===== src/pkg/sew_pkg.sv =====
package sew_pkg;

    // ****************************************************************
    // clock and periodic trigger timing
    // ****************************************************************
    localparam int CLK_HZ = 40000000;
    localparam int RTC_PERIOD_MS = 10;
    localparam int RTC_PERIOD_CYC_DEF = (CLK_HZ / 1000) * RTC_PERIOD_MS;
    localparam int RTC_CNT_W = 19;

    // ****************************************************************
    // converter
    // ****************************************************************
    localparam int CONV_W = 12;
    localparam int CONV_CNT_W = 3;
    localparam logic [CONV_CNT_W-1:0] CONV_LAST = 3'h3;

    // ****************************************************************
    // event router size
    // ****************************************************************
    localparam int NUM_GEN = 2;
    localparam int NUM_USER = 2;
    localparam int GEN_RTC = 0;
    localparam int GEN_BUTTON = 1;
    localparam int USER_CONV = 0;
    localparam int USER_POWER_MANAGER = 1;

    // ****************************************************************
    // sleep mode codes from the core
    // ****************************************************************
    localparam logic [1:0] SLEEP_IDLE = 2'h0;
    localparam logic [1:0] SLEEP_STANDBY = 2'h1;
    localparam logic [1:0] SLEEP_HIBERNATE = 2'h2;
    localparam logic [1:0] SLEEP_OFF = 2'h3;

    // ****************************************************************
    // mode controller states
    // ****************************************************************
    typedef enum logic [2:0] {
        ST_STANDBY_INTERRUPT = 3'h1,
        ST_STANDBY_EVENT = 3'h2,
        ST_ACTIVE = 3'h4
    } sew_mode_e;

endpackage


===== src/pkg/sew_conv_if.sv =====
`timescale 1ns/1ps
interface sew_conv_if;
    logic start;
    logic [sew_pkg::CONV_W-1:0] sample;
    logic [sew_pkg::CONV_W-1:0] thresh;
    logic clk_req;
    logic done;
    logic match;
    logic [sew_pkg::CONV_W-1:0] result;

    modport ctrl (
        output start,
        output sample,
        output thresh,
        input clk_req,
        input done,
        input match,
        input result
    );

    modport conv (
        input start,
        input sample,
        input thresh,
        output clk_req,
        output done,
        output match,
        output result
    );
endinterface


===== src/verilog/sew_conv.sv =====
`timescale 1ns/1ps
module sew_conv (
    input wire logic clk_i,
    input wire logic sys_rst_i,
    sew_conv_if.conv cif
);

    // ****************************************************************
    // state
    // ****************************************************************
    typedef struct packed {
        logic busy;
        logic [sew_pkg::CONV_CNT_W-1:0] cnt;
        logic [sew_pkg::CONV_W-1:0] result;
        logic clk_req;
        logic done;
        logic match;
    } sew_conv_s;

    sew_conv_s s;
    sew_conv_s next_s;

    // ****************************************************************
    // conversion sequence
    // ****************************************************************
    always_comb begin
        next_s = s;
        next_s.done = 1'b0;
        next_s.match = 1'b0;
        if (!s.busy) begin
            if (cif.start) begin
                next_s.busy = 1'b1;
                next_s.clk_req = 1'b1;
                next_s.cnt = '0;
                next_s.result = cif.sample;
            end
        end else if (s.cnt == sew_pkg::CONV_LAST) begin
            next_s.busy = 1'b0;
            next_s.clk_req = 1'b0;
            next_s.done = 1'b1;
            next_s.match = (s.result > cif.thresh);
        end else begin
            next_s.cnt = s.cnt + 3'h1;
        end
    end

    always_ff @(posedge clk_i or posedge sys_rst_i) begin
        if (sys_rst_i) begin
            s <= '0;
        end else begin
            s <= next_s;
        end
    end

    assign cif.clk_req = s.clk_req;
    assign cif.done = s.done;
    assign cif.match = s.match;
    assign cif.result = s.result;

endmodule


===== src/verilog/sew_top.sv =====
// Overview of operation
// - router joins the timer to the converter and the button to the power manager
// - events travel on dedicated wires, never over bus or memory
// - converter requests its own clock while the processor sleeps
// - on-demand converter clock leaves the system clock stopped
// - valid window match raises wake request enabling system and peripheral clocks
// - memory retention held during autonomous work until wake
// - autonomous conversions only in the standby sleep mode
// - reset enters interrupt-driven standby
// - button press in interrupt standby moves to event standby
// - interrupt standby: timer interrupt wakes processor every 10 ms
// - match gives window interrupt and active; mismatch returns to sleep
// - event standby: timer event every 10 ms starts conversion via router
// - event standby sleeps until window or button interrupt; window goes active
// - button press in event standby moves to interrupt standby
// - active persists until button press returns to a standby state
// - window matches when result exceeds the low threshold
`timescale 1ns/1ps
module sew_top #(
    parameter int RTC_PERIOD_CYC = sew_pkg::RTC_PERIOD_CYC_DEF
) (
    input wire logic clk_i,
    input wire logic sys_rst_i,
    input wire logic user_button_i,
    input wire logic [sew_pkg::CONV_W-1:0] analog_value_i,
    input wire logic [sew_pkg::CONV_W-1:0] low_thresh_i,
    input wire logic [1:0] sleep_mode_i,
    input wire logic cpu_running_i,
    input wire logic cpu_sleep_i,
    input wire logic cpu_start_conv_i,
    output logic [2:0] mode_o,
    output logic rtc_irq_o,
    output logic win_irq_o,
    output logic btn_irq_o,
    output logic wake_req_o,
    output logic sys_clk_en_o,
    output logic periph_clk_en_o,
    output logic conv_clk_req_o,
    output logic sram_retain_o,
    output logic [sew_pkg::CONV_W-1:0] result_o
);

    localparam logic [sew_pkg::RTC_CNT_W-1:0] RTC_LAST = sew_pkg::RTC_CNT_W'(RTC_PERIOD_CYC - 1);
    localparam logic [sew_pkg::RTC_CNT_W-1:0] RTC_STEP = 19'h00001;

    // ****************************************************************
    // state
    // ****************************************************************
    typedef struct packed {
        sew_pkg::sew_mode_e mode;
        logic prev_event;
        logic [sew_pkg::RTC_CNT_W-1:0] rtc_cnt;
        logic btn_s1;
        logic btn_s2;
        logic btn_d;
        logic [sew_pkg::CONV_W-1:0] val_s1;
        logic [sew_pkg::CONV_W-1:0] val_s2;
        logic rtc_irq;
        logic win_irq;
        logic btn_irq;
        logic wake;
        logic sys_clk;
        logic periph_clk;
        logic retain;
    } sew_top_s;

    sew_top_s s;
    sew_top_s next_s;

    sew_conv_if cif ();

    logic rtc_tick;
    logic btn_press;
    logic standby;
    logic auto_ok;
    logic cpu_start;
    logic wake_set;
    logic wake_clr;
    logic clk_set;
    logic clk_clr;
    logic [sew_pkg::NUM_GEN-1:0] gen_evt;
    logic [sew_pkg::NUM_GEN-1:0] route [sew_pkg::NUM_USER];
    logic [sew_pkg::NUM_USER-1:0] user_evt;

    // ****************************************************************
    // converter
    // ****************************************************************
    sew_conv u_conv (
        .clk_i(clk_i),
        .sys_rst_i(sys_rst_i),
        .cif(cif)
    );

    // ****************************************************************
    // trigger sources
    // ****************************************************************
    assign rtc_tick = (s.rtc_cnt == RTC_LAST);
    assign btn_press = s.btn_s2 & ~s.btn_d;
    assign standby = (s.mode != sew_pkg::ST_ACTIVE);
    assign auto_ok = (s.mode == sew_pkg::ST_STANDBY_EVENT) &&
                     (sleep_mode_i == sew_pkg::SLEEP_STANDBY);

    assign gen_evt[sew_pkg::GEN_RTC] = rtc_tick;
    assign gen_evt[sew_pkg::GEN_BUTTON] = btn_press;

    // ****************************************************************
    // event router
    // ****************************************************************
    always_comb begin
        route[sew_pkg::USER_CONV] = '0;
        route[sew_pkg::USER_CONV][sew_pkg::GEN_RTC] = auto_ok;
        route[sew_pkg::USER_POWER_MANAGER] = '0;
        route[sew_pkg::USER_POWER_MANAGER][sew_pkg::GEN_BUTTON] = standby;
    end

    // each user ors every generator routed to it, fan-out is free
    for (genvar u = 0; u < sew_pkg::NUM_USER; u++) begin : g_user
        assign user_evt[u] = |(gen_evt & route[u]);
    end

    assign cpu_start = (s.mode == sew_pkg::ST_STANDBY_INTERRUPT) & cpu_start_conv_i & s.sys_clk;
    assign cif.start = user_evt[sew_pkg::USER_CONV] | cpu_start;
    assign cif.sample = s.val_s2;
    assign cif.thresh = low_thresh_i;

    // ****************************************************************
    // wake and clock control
    // ****************************************************************
    assign wake_set = (rtc_tick & (s.mode == sew_pkg::ST_STANDBY_INTERRUPT)) |
                      (cif.match & standby) |
                      user_evt[sew_pkg::USER_POWER_MANAGER];
    assign wake_clr = cpu_running_i & s.sys_clk;
    assign clk_set = wake_set;
    assign clk_clr = (cif.done & ~cif.match & (s.mode == sew_pkg::ST_STANDBY_INTERRUPT)) |
                     (cpu_sleep_i & standby & ~s.wake);

    // ****************************************************************
    // next state
    // ****************************************************************
    always_comb begin
        next_s = s;
        next_s.btn_s1 = user_button_i;
        next_s.btn_s2 = s.btn_s1;
        next_s.btn_d = s.btn_s2;
        next_s.val_s1 = analog_value_i;
        next_s.val_s2 = s.val_s1;

        if (rtc_tick) begin
            next_s.rtc_cnt = '0;
        end else begin
            next_s.rtc_cnt = s.rtc_cnt + RTC_STEP;
        end

        next_s.rtc_irq = rtc_tick & (s.mode == sew_pkg::ST_STANDBY_INTERRUPT);
        next_s.win_irq = cif.match & standby;
        next_s.btn_irq = btn_press & standby;

        case (s.mode)
            sew_pkg::ST_STANDBY_INTERRUPT: begin
                if (cif.match) begin
                    next_s.mode = sew_pkg::ST_ACTIVE;
                    next_s.prev_event = 1'b0;
                end else if (btn_press) begin
                    next_s.mode = sew_pkg::ST_STANDBY_EVENT;
                end
            end
            sew_pkg::ST_STANDBY_EVENT: begin
                if (cif.match) begin
                    next_s.mode = sew_pkg::ST_ACTIVE;
                    next_s.prev_event = 1'b1;
                end else if (btn_press) begin
                    next_s.mode = sew_pkg::ST_STANDBY_INTERRUPT;
                end
            end
            sew_pkg::ST_ACTIVE: begin
                if (btn_press) begin
                    next_s.mode = s.prev_event ? sew_pkg::ST_STANDBY_EVENT :
                                                 sew_pkg::ST_STANDBY_INTERRUPT;
                end
            end
            default: begin
                next_s.mode = sew_pkg::ST_STANDBY_INTERRUPT;
            end
        endcase

        next_s.wake = wake_set | (s.wake & ~wake_clr);
        next_s.sys_clk = clk_set | (next_s.mode == sew_pkg::ST_ACTIVE) |
                         (s.sys_clk & ~clk_clr);
        next_s.periph_clk = next_s.sys_clk;
        next_s.retain = (next_s.mode != sew_pkg::ST_ACTIVE) & ~next_s.sys_clk;
    end

    // ****************************************************************
    // registers
    // ****************************************************************
    always_ff @(posedge clk_i or posedge sys_rst_i) begin
        if (sys_rst_i) begin
            s <= '0;
            s.mode <= sew_pkg::ST_STANDBY_INTERRUPT;
            s.retain <= 1'b1;
        end else begin
            s <= next_s;
        end
    end

    // ****************************************************************
    // outputs
    // ****************************************************************
    assign mode_o = s.mode;
    assign rtc_irq_o = s.rtc_irq;
    assign win_irq_o = s.win_irq;
    assign btn_irq_o = s.btn_irq;
    assign wake_req_o = s.wake;
    assign sys_clk_en_o = s.sys_clk;
    assign periph_clk_en_o = s.periph_clk;
    assign conv_clk_req_o = cif.clk_req;
    assign sram_retain_o = s.retain;
    assign result_o = cif.result;

endmodule

===== config.mk =====
export PLATFORM = sky130hd
export DESIGN_NAME = sew_top
export DESIGN_NICKNAME = d
export VERILOG_FILES = /design/src/pkg/sew_pkg.sv /design/src/pkg/sew_conv_if.sv /design/src/verilog/sew_conv.sv /design/src/verilog/sew_top.sv
export SDC_FILE = /design/constraint.sdc
export NUM_CORES = 1
export LEC_CHECK = 0
export BUFFER_PORTS_ARGS = -buffer_cell sky130_fd_sc_hd__buf_2
export CAP_MARGIN = 25
export CORE_MARGIN = 8
export CORE_UTILIZATION = 40
export DETAILED_ROUTE_END_ITERATION = 10
export GPL_TIMING_DRIVEN = 1
export PLACE_DENSITY = 0.72
export SLEW_MARGIN = 30
export SYNTH_ARGS = -nofsm -noshare
export SYNTH_HDL_FRONTEND = slang
export SYNTH_SLANG_ARGS = --single-unit

===== constraint.sdc =====
create_clock -name clk_i -period 3.1 [get_ports clk_i]
set_input_delay 0.62 -clock clk_i [delete_from_list [all_inputs] [get_ports clk_i]]
set_output_delay 0.62 -clock clk_i [all_outputs]
set_load 0.005 [all_outputs]

=== After elaboration in Yosys (flattened, before gate mapping) ===
Index checks and enable logic that the tools add are counted.

* Reductions and logical operators: 9
* Add/subtract/negate cells: 2
* Muxes and demuxes: 18
* Bitwise operators: 30
* $lt $le $gt $ge: 1
* Eq/ne operators: 13

{| class="wikitable"
|+ Operator list
! cell !! count
|-
| 2-to-1 mux 3 bit || 7
|-
| adder 19 x 1 -> 19 bit (second input constant) || 1
|-
| equality test 19 bit (second input constant) || 1
|-
| 2-to-1 mux 19 bit || 1
|-
| 2-to-1 mux 17 bit || 1
|-
| bitwise AND 1 bit || 14
|-
| greater-than comparator 12 bit || 1
|-
| one-hot mux 3 bit (3 select lines) || 1
|-
| inverter 1 bit || 7
|-
| OR 1 bit || 7
|-
| equality test 3 x 2 -> 1 bit (second input constant) || 2
|-
| equality test 3 bit (second input constant) || 2
|-
| inequality test 3 bit (second input constant) || 2
|-
| AND reduction 2 bit || 3
|-
| 2-to-1 mux 1 bit || 4
|-
| 2-to-1 mux 2 bit || 2
|-
| 2-to-1 mux 4 bit || 1
|-
| inequality test 2 x 1 -> 1 bit (second input constant) || 2
|-
| inequality test 2 bit (second input constant) || 2
|-
| nonzero test 2 bit || 2
|-
| OR reduction 2 bit || 2
|-
| adder 3 x 1 -> 3 bit (second input constant) || 1
|-
| equality test 3 x 1 -> 1 bit (second input constant) || 1
|-
| AND reduction 3 bit || 1
|-
| other kinds (5) || 5
|}

* Output and inout bits: 23
* Register bits: 75
* Input bits: 32
* Logic and storage cells: 93

=== Logic depth before layout (Yosys ltp) ===
* Word-level depth: 10
* Depth in mapped cells: 7

=== By module ===
Synthesis repeated with hierarchy kept, for this count alone.

* Cell total of the unflattened synthesis: 273
* Area, all modules: 3305.7 sq um

{| class="wikitable"
|+ By module, submodules not included
! module !! cells an instance !! instances !! seq. area each (sq um) !! area each (sq um)
|-
| sew_top || 167 || 1 || 1403.8 || 2127.0
|-
| sew_conv || 106 || 1 || 475.5 || 1178.6
|}

=== Least setup slack after synthesis ===
Ideal clock, no wire load.

* Path kind: reg2reg
* Start: register s[34] (netlist bit)
* End: register u_conv.s (netlist bit u_conv.cif.result[0])
* Path slack: 1.240 ns
* Period minus slack after synthesis: 1.860 ns
* Arrival time: 1.735 ns
* Cell stages (with the launch flop): 8
* Data required time: 2.975 ns
* Cells stage by stage: dfrtp_1 -> ha_1 -> nand3_1 -> nor2_4 -> nand3_2 -> a21oi_4 -> buf_12 -> mux2_4

* Longest elaborated chain between the ends: 5

{| class="wikitable"
|+ Ends and longest elaborated chain
! what !! line !! text
|-
| start: declaration || sew_top.sv:67 || <nowiki>sew_top_s s;</nowiki>
|-
| start signal: assignment || sew_top.sv:202 || <nowiki>s <= next_s;</nowiki>
|-
| equality test 19 bit || sew_top.sv:97 || <nowiki>assign rtc_tick = (s.rtc_cnt == RTC_LAST);</nowiki>
|-
| bitwise AND 2 x 1 -> 2 bit || sew_top.sv:118 || <nowiki>assign user_evt[u] = |(gen_evt & route[u]);</nowiki>
|-
| OR reduction 2 bit || sew_top.sv:118 ||
|-
| OR 1 bit || sew_top.sv:122 || <nowiki>assign cif.start = user_evt[sew_pkg::USER_CONV] | cpu_start;</nowiki>
|-
| AND reduction 2 bit (no line) || n/a ||
|-
| end signal: assignment || sew_conv.sv:51 || <nowiki>s <= next_s;</nowiki>
|-
| end: declaration || sew_conv.sv:20 || <nowiki>sew_conv_s s;</nowiki>
|}

No other way between the ends.
A chain may end at the register's enable or synchronous reset.

=== Worst setup path in the final report ===
* Start: register s[34] (netlist bit)
* End: register u_conv.s (netlist bit u_conv.cif.result[11])

Same word-level chain as after synthesis.

==> results by group <==
Clock network
  • Clock transition at path regs: 70 ps
  • CTS max path bufs: 2
  • H-tree depth: 3
  • CTS sink cnt: 75
  • Insertion delay of the later-clocked pin in the worst-skew pair: 340 ps
  • Root Driver: clkbuf_8
  • Post-CTS Setup Repair Bufs: 0
  • Gates resized, CTS repair: 0
  • Hold_buf cts: 0
  • Num CTS Buffers: 9
  • TritonCTS clock tree: yes

Routing
  • Initial DRC Count: 58
  • Residual DRC: 0
  • First-pass DRT Iterations: 4
  • Vias/cell: 4.71
  • Antenna Nets Post-Route: 0
  • Total wire length: 5.63 mm
  • Vias: 1,995
  • Wire per inst: 13.3 um

Outcome
  • Outcome: complete, no violations

Global route
  • GR Util met3: 3.51%
  • Global-route wire length before repair: 9.40 mm
  • Met2 usage: 16.3%
  • Grt peak-use layer: met2
  • All-Layer GR Usage: 10.5%
  • Initial antenna violation count: 0
  • Largest net degree at the start of global routing: 76
  • GRT overflow: 0
  • Number of global-route vias before repair: 2,024
  • Met1 Use GR: 12.3%

Critical path
  • CP endpoint: u_conv.cif.result[11]
  • Max FO, Critical Path: 13
  • Worst setup path startpoint: s[34]
  • R2r setup slk: 860 ps
  • CP Capture Type: flip-flop
  • Startpoint Class: flip-flop
  • Worst r2r src: s[34]
  • R2R cell count: 6
  • Critical Path AT: 2470 ps
  • WS Path Type: flip-flop to flip-flop
  • R2r endpoint: u_conv.cif.result[11]
  • WP data required: 3330 ps

Cells and area
  • Fillers: 755
  • Synth-to-Final Area Change: 13.8%
  • Share of layout cells above drive strength 1: 29.2%
  • Multi-input gate area: 1170 um^2
  • Layout Cells excl Fill: 424
  • Final design utilization: 46.0%
  • Nets@finish: 361
  • Reg area: 1880 um^2
  • Antenna diodes: 0

Synthesis
  • Post-synthesis sequential area ratio: 57.4%
  • Top_reg_cell synth: dfrtp_1
  • Yosys top cell by area: dfrtp_1
  • Yosys Warn Count: 0
  • Synthesized flop and latch total: 75
  • Post-Syn Nets: 314
  • Synth unique cells: 45
  • Top cells by area, synth: dfrtp_1 (56%), ha_1 (5.7%), mux2_4 (4.1%), buf_4 (3.7%), xnor2_1 (2.4%)
  • Syn avg cell area: 12.3 um^2
  • Mapped cell area: 3270 um^2
  • Post-synth EDFFs: 0
  • Top-count cell post-synth: dfrtp_1
  • Async set-or-reset flop fraction in the synthesized netlist: 100%
  • Mapped Cells: 267
  • Synth cell count leaders: dfrtp_1 (73), inv_1 (19), nor2_1 (18)
  • Area share of the leading cell type in the synthesized netlist: 55.8%

Floorplanning
  • Die Height: 106 um
  • Site Rows: 33
  • Die W: 106 um
  • # IOs: 55
  • Core ar.: 8090 um^2
  • Die area: 11,300 um^2
  • Initial core utilization: 40.4%

Flow run
  • Max Cap Violations: 0

Timing
  • Total Neg Setup Slack: 0 ps
  • Skew final: 9.88 ps
  • Final Setup Violations: 0
  • Rel. slew slack: 55.5%
  • Achievable Freq: 0.446 GHz
  • RSZ-0062 raised after global routing: no
  • Hold_ws: 350 ps
  • Worst Max-Slew Pin Slew: 667 ps
  • Final Hold Violating Endpoints: 0
  • Final Cycle Share: 72.3%
  • Fin. max-slew vios: 0
  • Tmin final: 2240 ps

Placed design
  • DP HPWL: 4.10 mm
  • # port buffers: 54
  • DP Cell Count: 408
  • GPL Wtd Cong: 0.803

Power and ir drop
  • VDD IR-drop max: 0.258 mV
  • LEAKAGE: 1.82 nW
  • Power density cells: 736 nW/um^2

Worst hold path
  • Hold Path Depth: 0
  • Hold Crit Class: flip-flop to flip-flop
[registers in the layout, indices dropped and copies added (netlist names)]
name,cells
u_conv.cif.clk_req,1
next_s,14
sram_retain_o,1
u_conv.s,4
u_conv.cif.result,12
win_irq_o,1
u_conv.cif.match,1
periph_clk_en_o,1
cif.sample,12
u_conv.cif.done,1
wake_req_o,1
s,21
btn_irq_o,1
rtc_irq_o,1
mode_o,3
[worst min-delay path by stage]
| stage | start | to | slack [ps] |
|---|---|---|---|
| 2_1_floorplan | next_s[7] | cif.sample[0] | 330 |
| 3_3_place_gp | next_s[9] | cif.sample[2] | 330 |
| 3_5_place_dp | next_s[14] | cif.sample[7] | 330 |
| 4_1_cts | next_s[14] | cif.sample[7] | 350 |
| 5_1_grt | analog_value_i[5] | next_s[12] | 350 |
| 6_report | next_s[32] | next_s[31] | 350 |
[through the flow]
stage / power [W] / setup WS (ps) / cell area [um^2]
after floorplan: 0.00191 / 573 / 3270
after global placement: 0.00201 / 944 / 3530
after detailed placement: 0.00204 / 839 / 3530
after CTS: 0.00278 / 834 / 3720
after global routing: 0.00294 / 703 / 3720
final: 0.00274 / 858 / 3720
[power by group]
part	switching, W	total [W]	internal, W
Clock	0.000356	0.000732	0.000377
Combinational	0.000317	0.000699	0.000382
Sequential	0.000150	0.00131	0.00116
[per-layer routing]
metal	share of wire, %	up-vias
li1	-	987
met1	43	954
met2	48	43
met3	6.7	11
met5	0	-
met4	2.2	0
[layout by cell type, fill, tap and decap left out, types with 2 or more instances in the layout]
cell type   Yosys  layout
a211oi_1        2       2
a21o_1          2       2
a21oi_1         9       9
a31oi_1         3       3
a32o_1          2       2
and3_1          2       2
buf_2           0      54
clkbuf_1        1       2
clkbuf_8        0       9
clkinvlp_4      0       2
dfrtp_1        73      73
dfstp_2         2       2
ha_1           15      15
inv_1          19      18
mux2_2          3       3
mux2_4          9       9
nand2_1        17      17
nand2b_1        3       3
nand3_1         8       8
nand3b_1        3       3
nand4_1         7       7
nor2_1         18      18
nor2b_1         5       5
nor3_1          2       2
nor4b_2         2       2
o21ai_0         8       8
xnor2_1         9       9
xor2_1          8       8
[critical path, cell delays in order, from the launching register on]
cell     delay [ps]
dfrtp_1         390
ha_1            200
nand3_1         220
nor2_4          250
nand3_2         140
a21oi_4         530
mux2_2          400
[logic make-up (layout without fill, tap and decap cells)]
group / Yosys count / in the layout / synth area share (%)
adders and majority gates: 15 / 15 / 5.73
muxes: 13 / 13 / 5.47
AOI/OAI and AO/OA: 33 / 33 / 6.73
DFF: 75 / 75 / 57.4
xor gates and xnor gates: 17 / 17 / 4.55
buffers and inverters: 38 / 90 / 6.92
and+or+nand+nor: 76 / 76 / 13.2
[cell type report]
type | instances | share of cell area, %
clock inverter | 5 | 1.68
tap | 105 | 3.53
clock buffer | 11 | 3.53
sequential | 75 | 50.5
inverter | 19 | 1.91
timing repair buffer | 55 | 7.56
multi-input combinational | 154 | 31.3
Note: power is estimated with default switching activity, not from simulation.
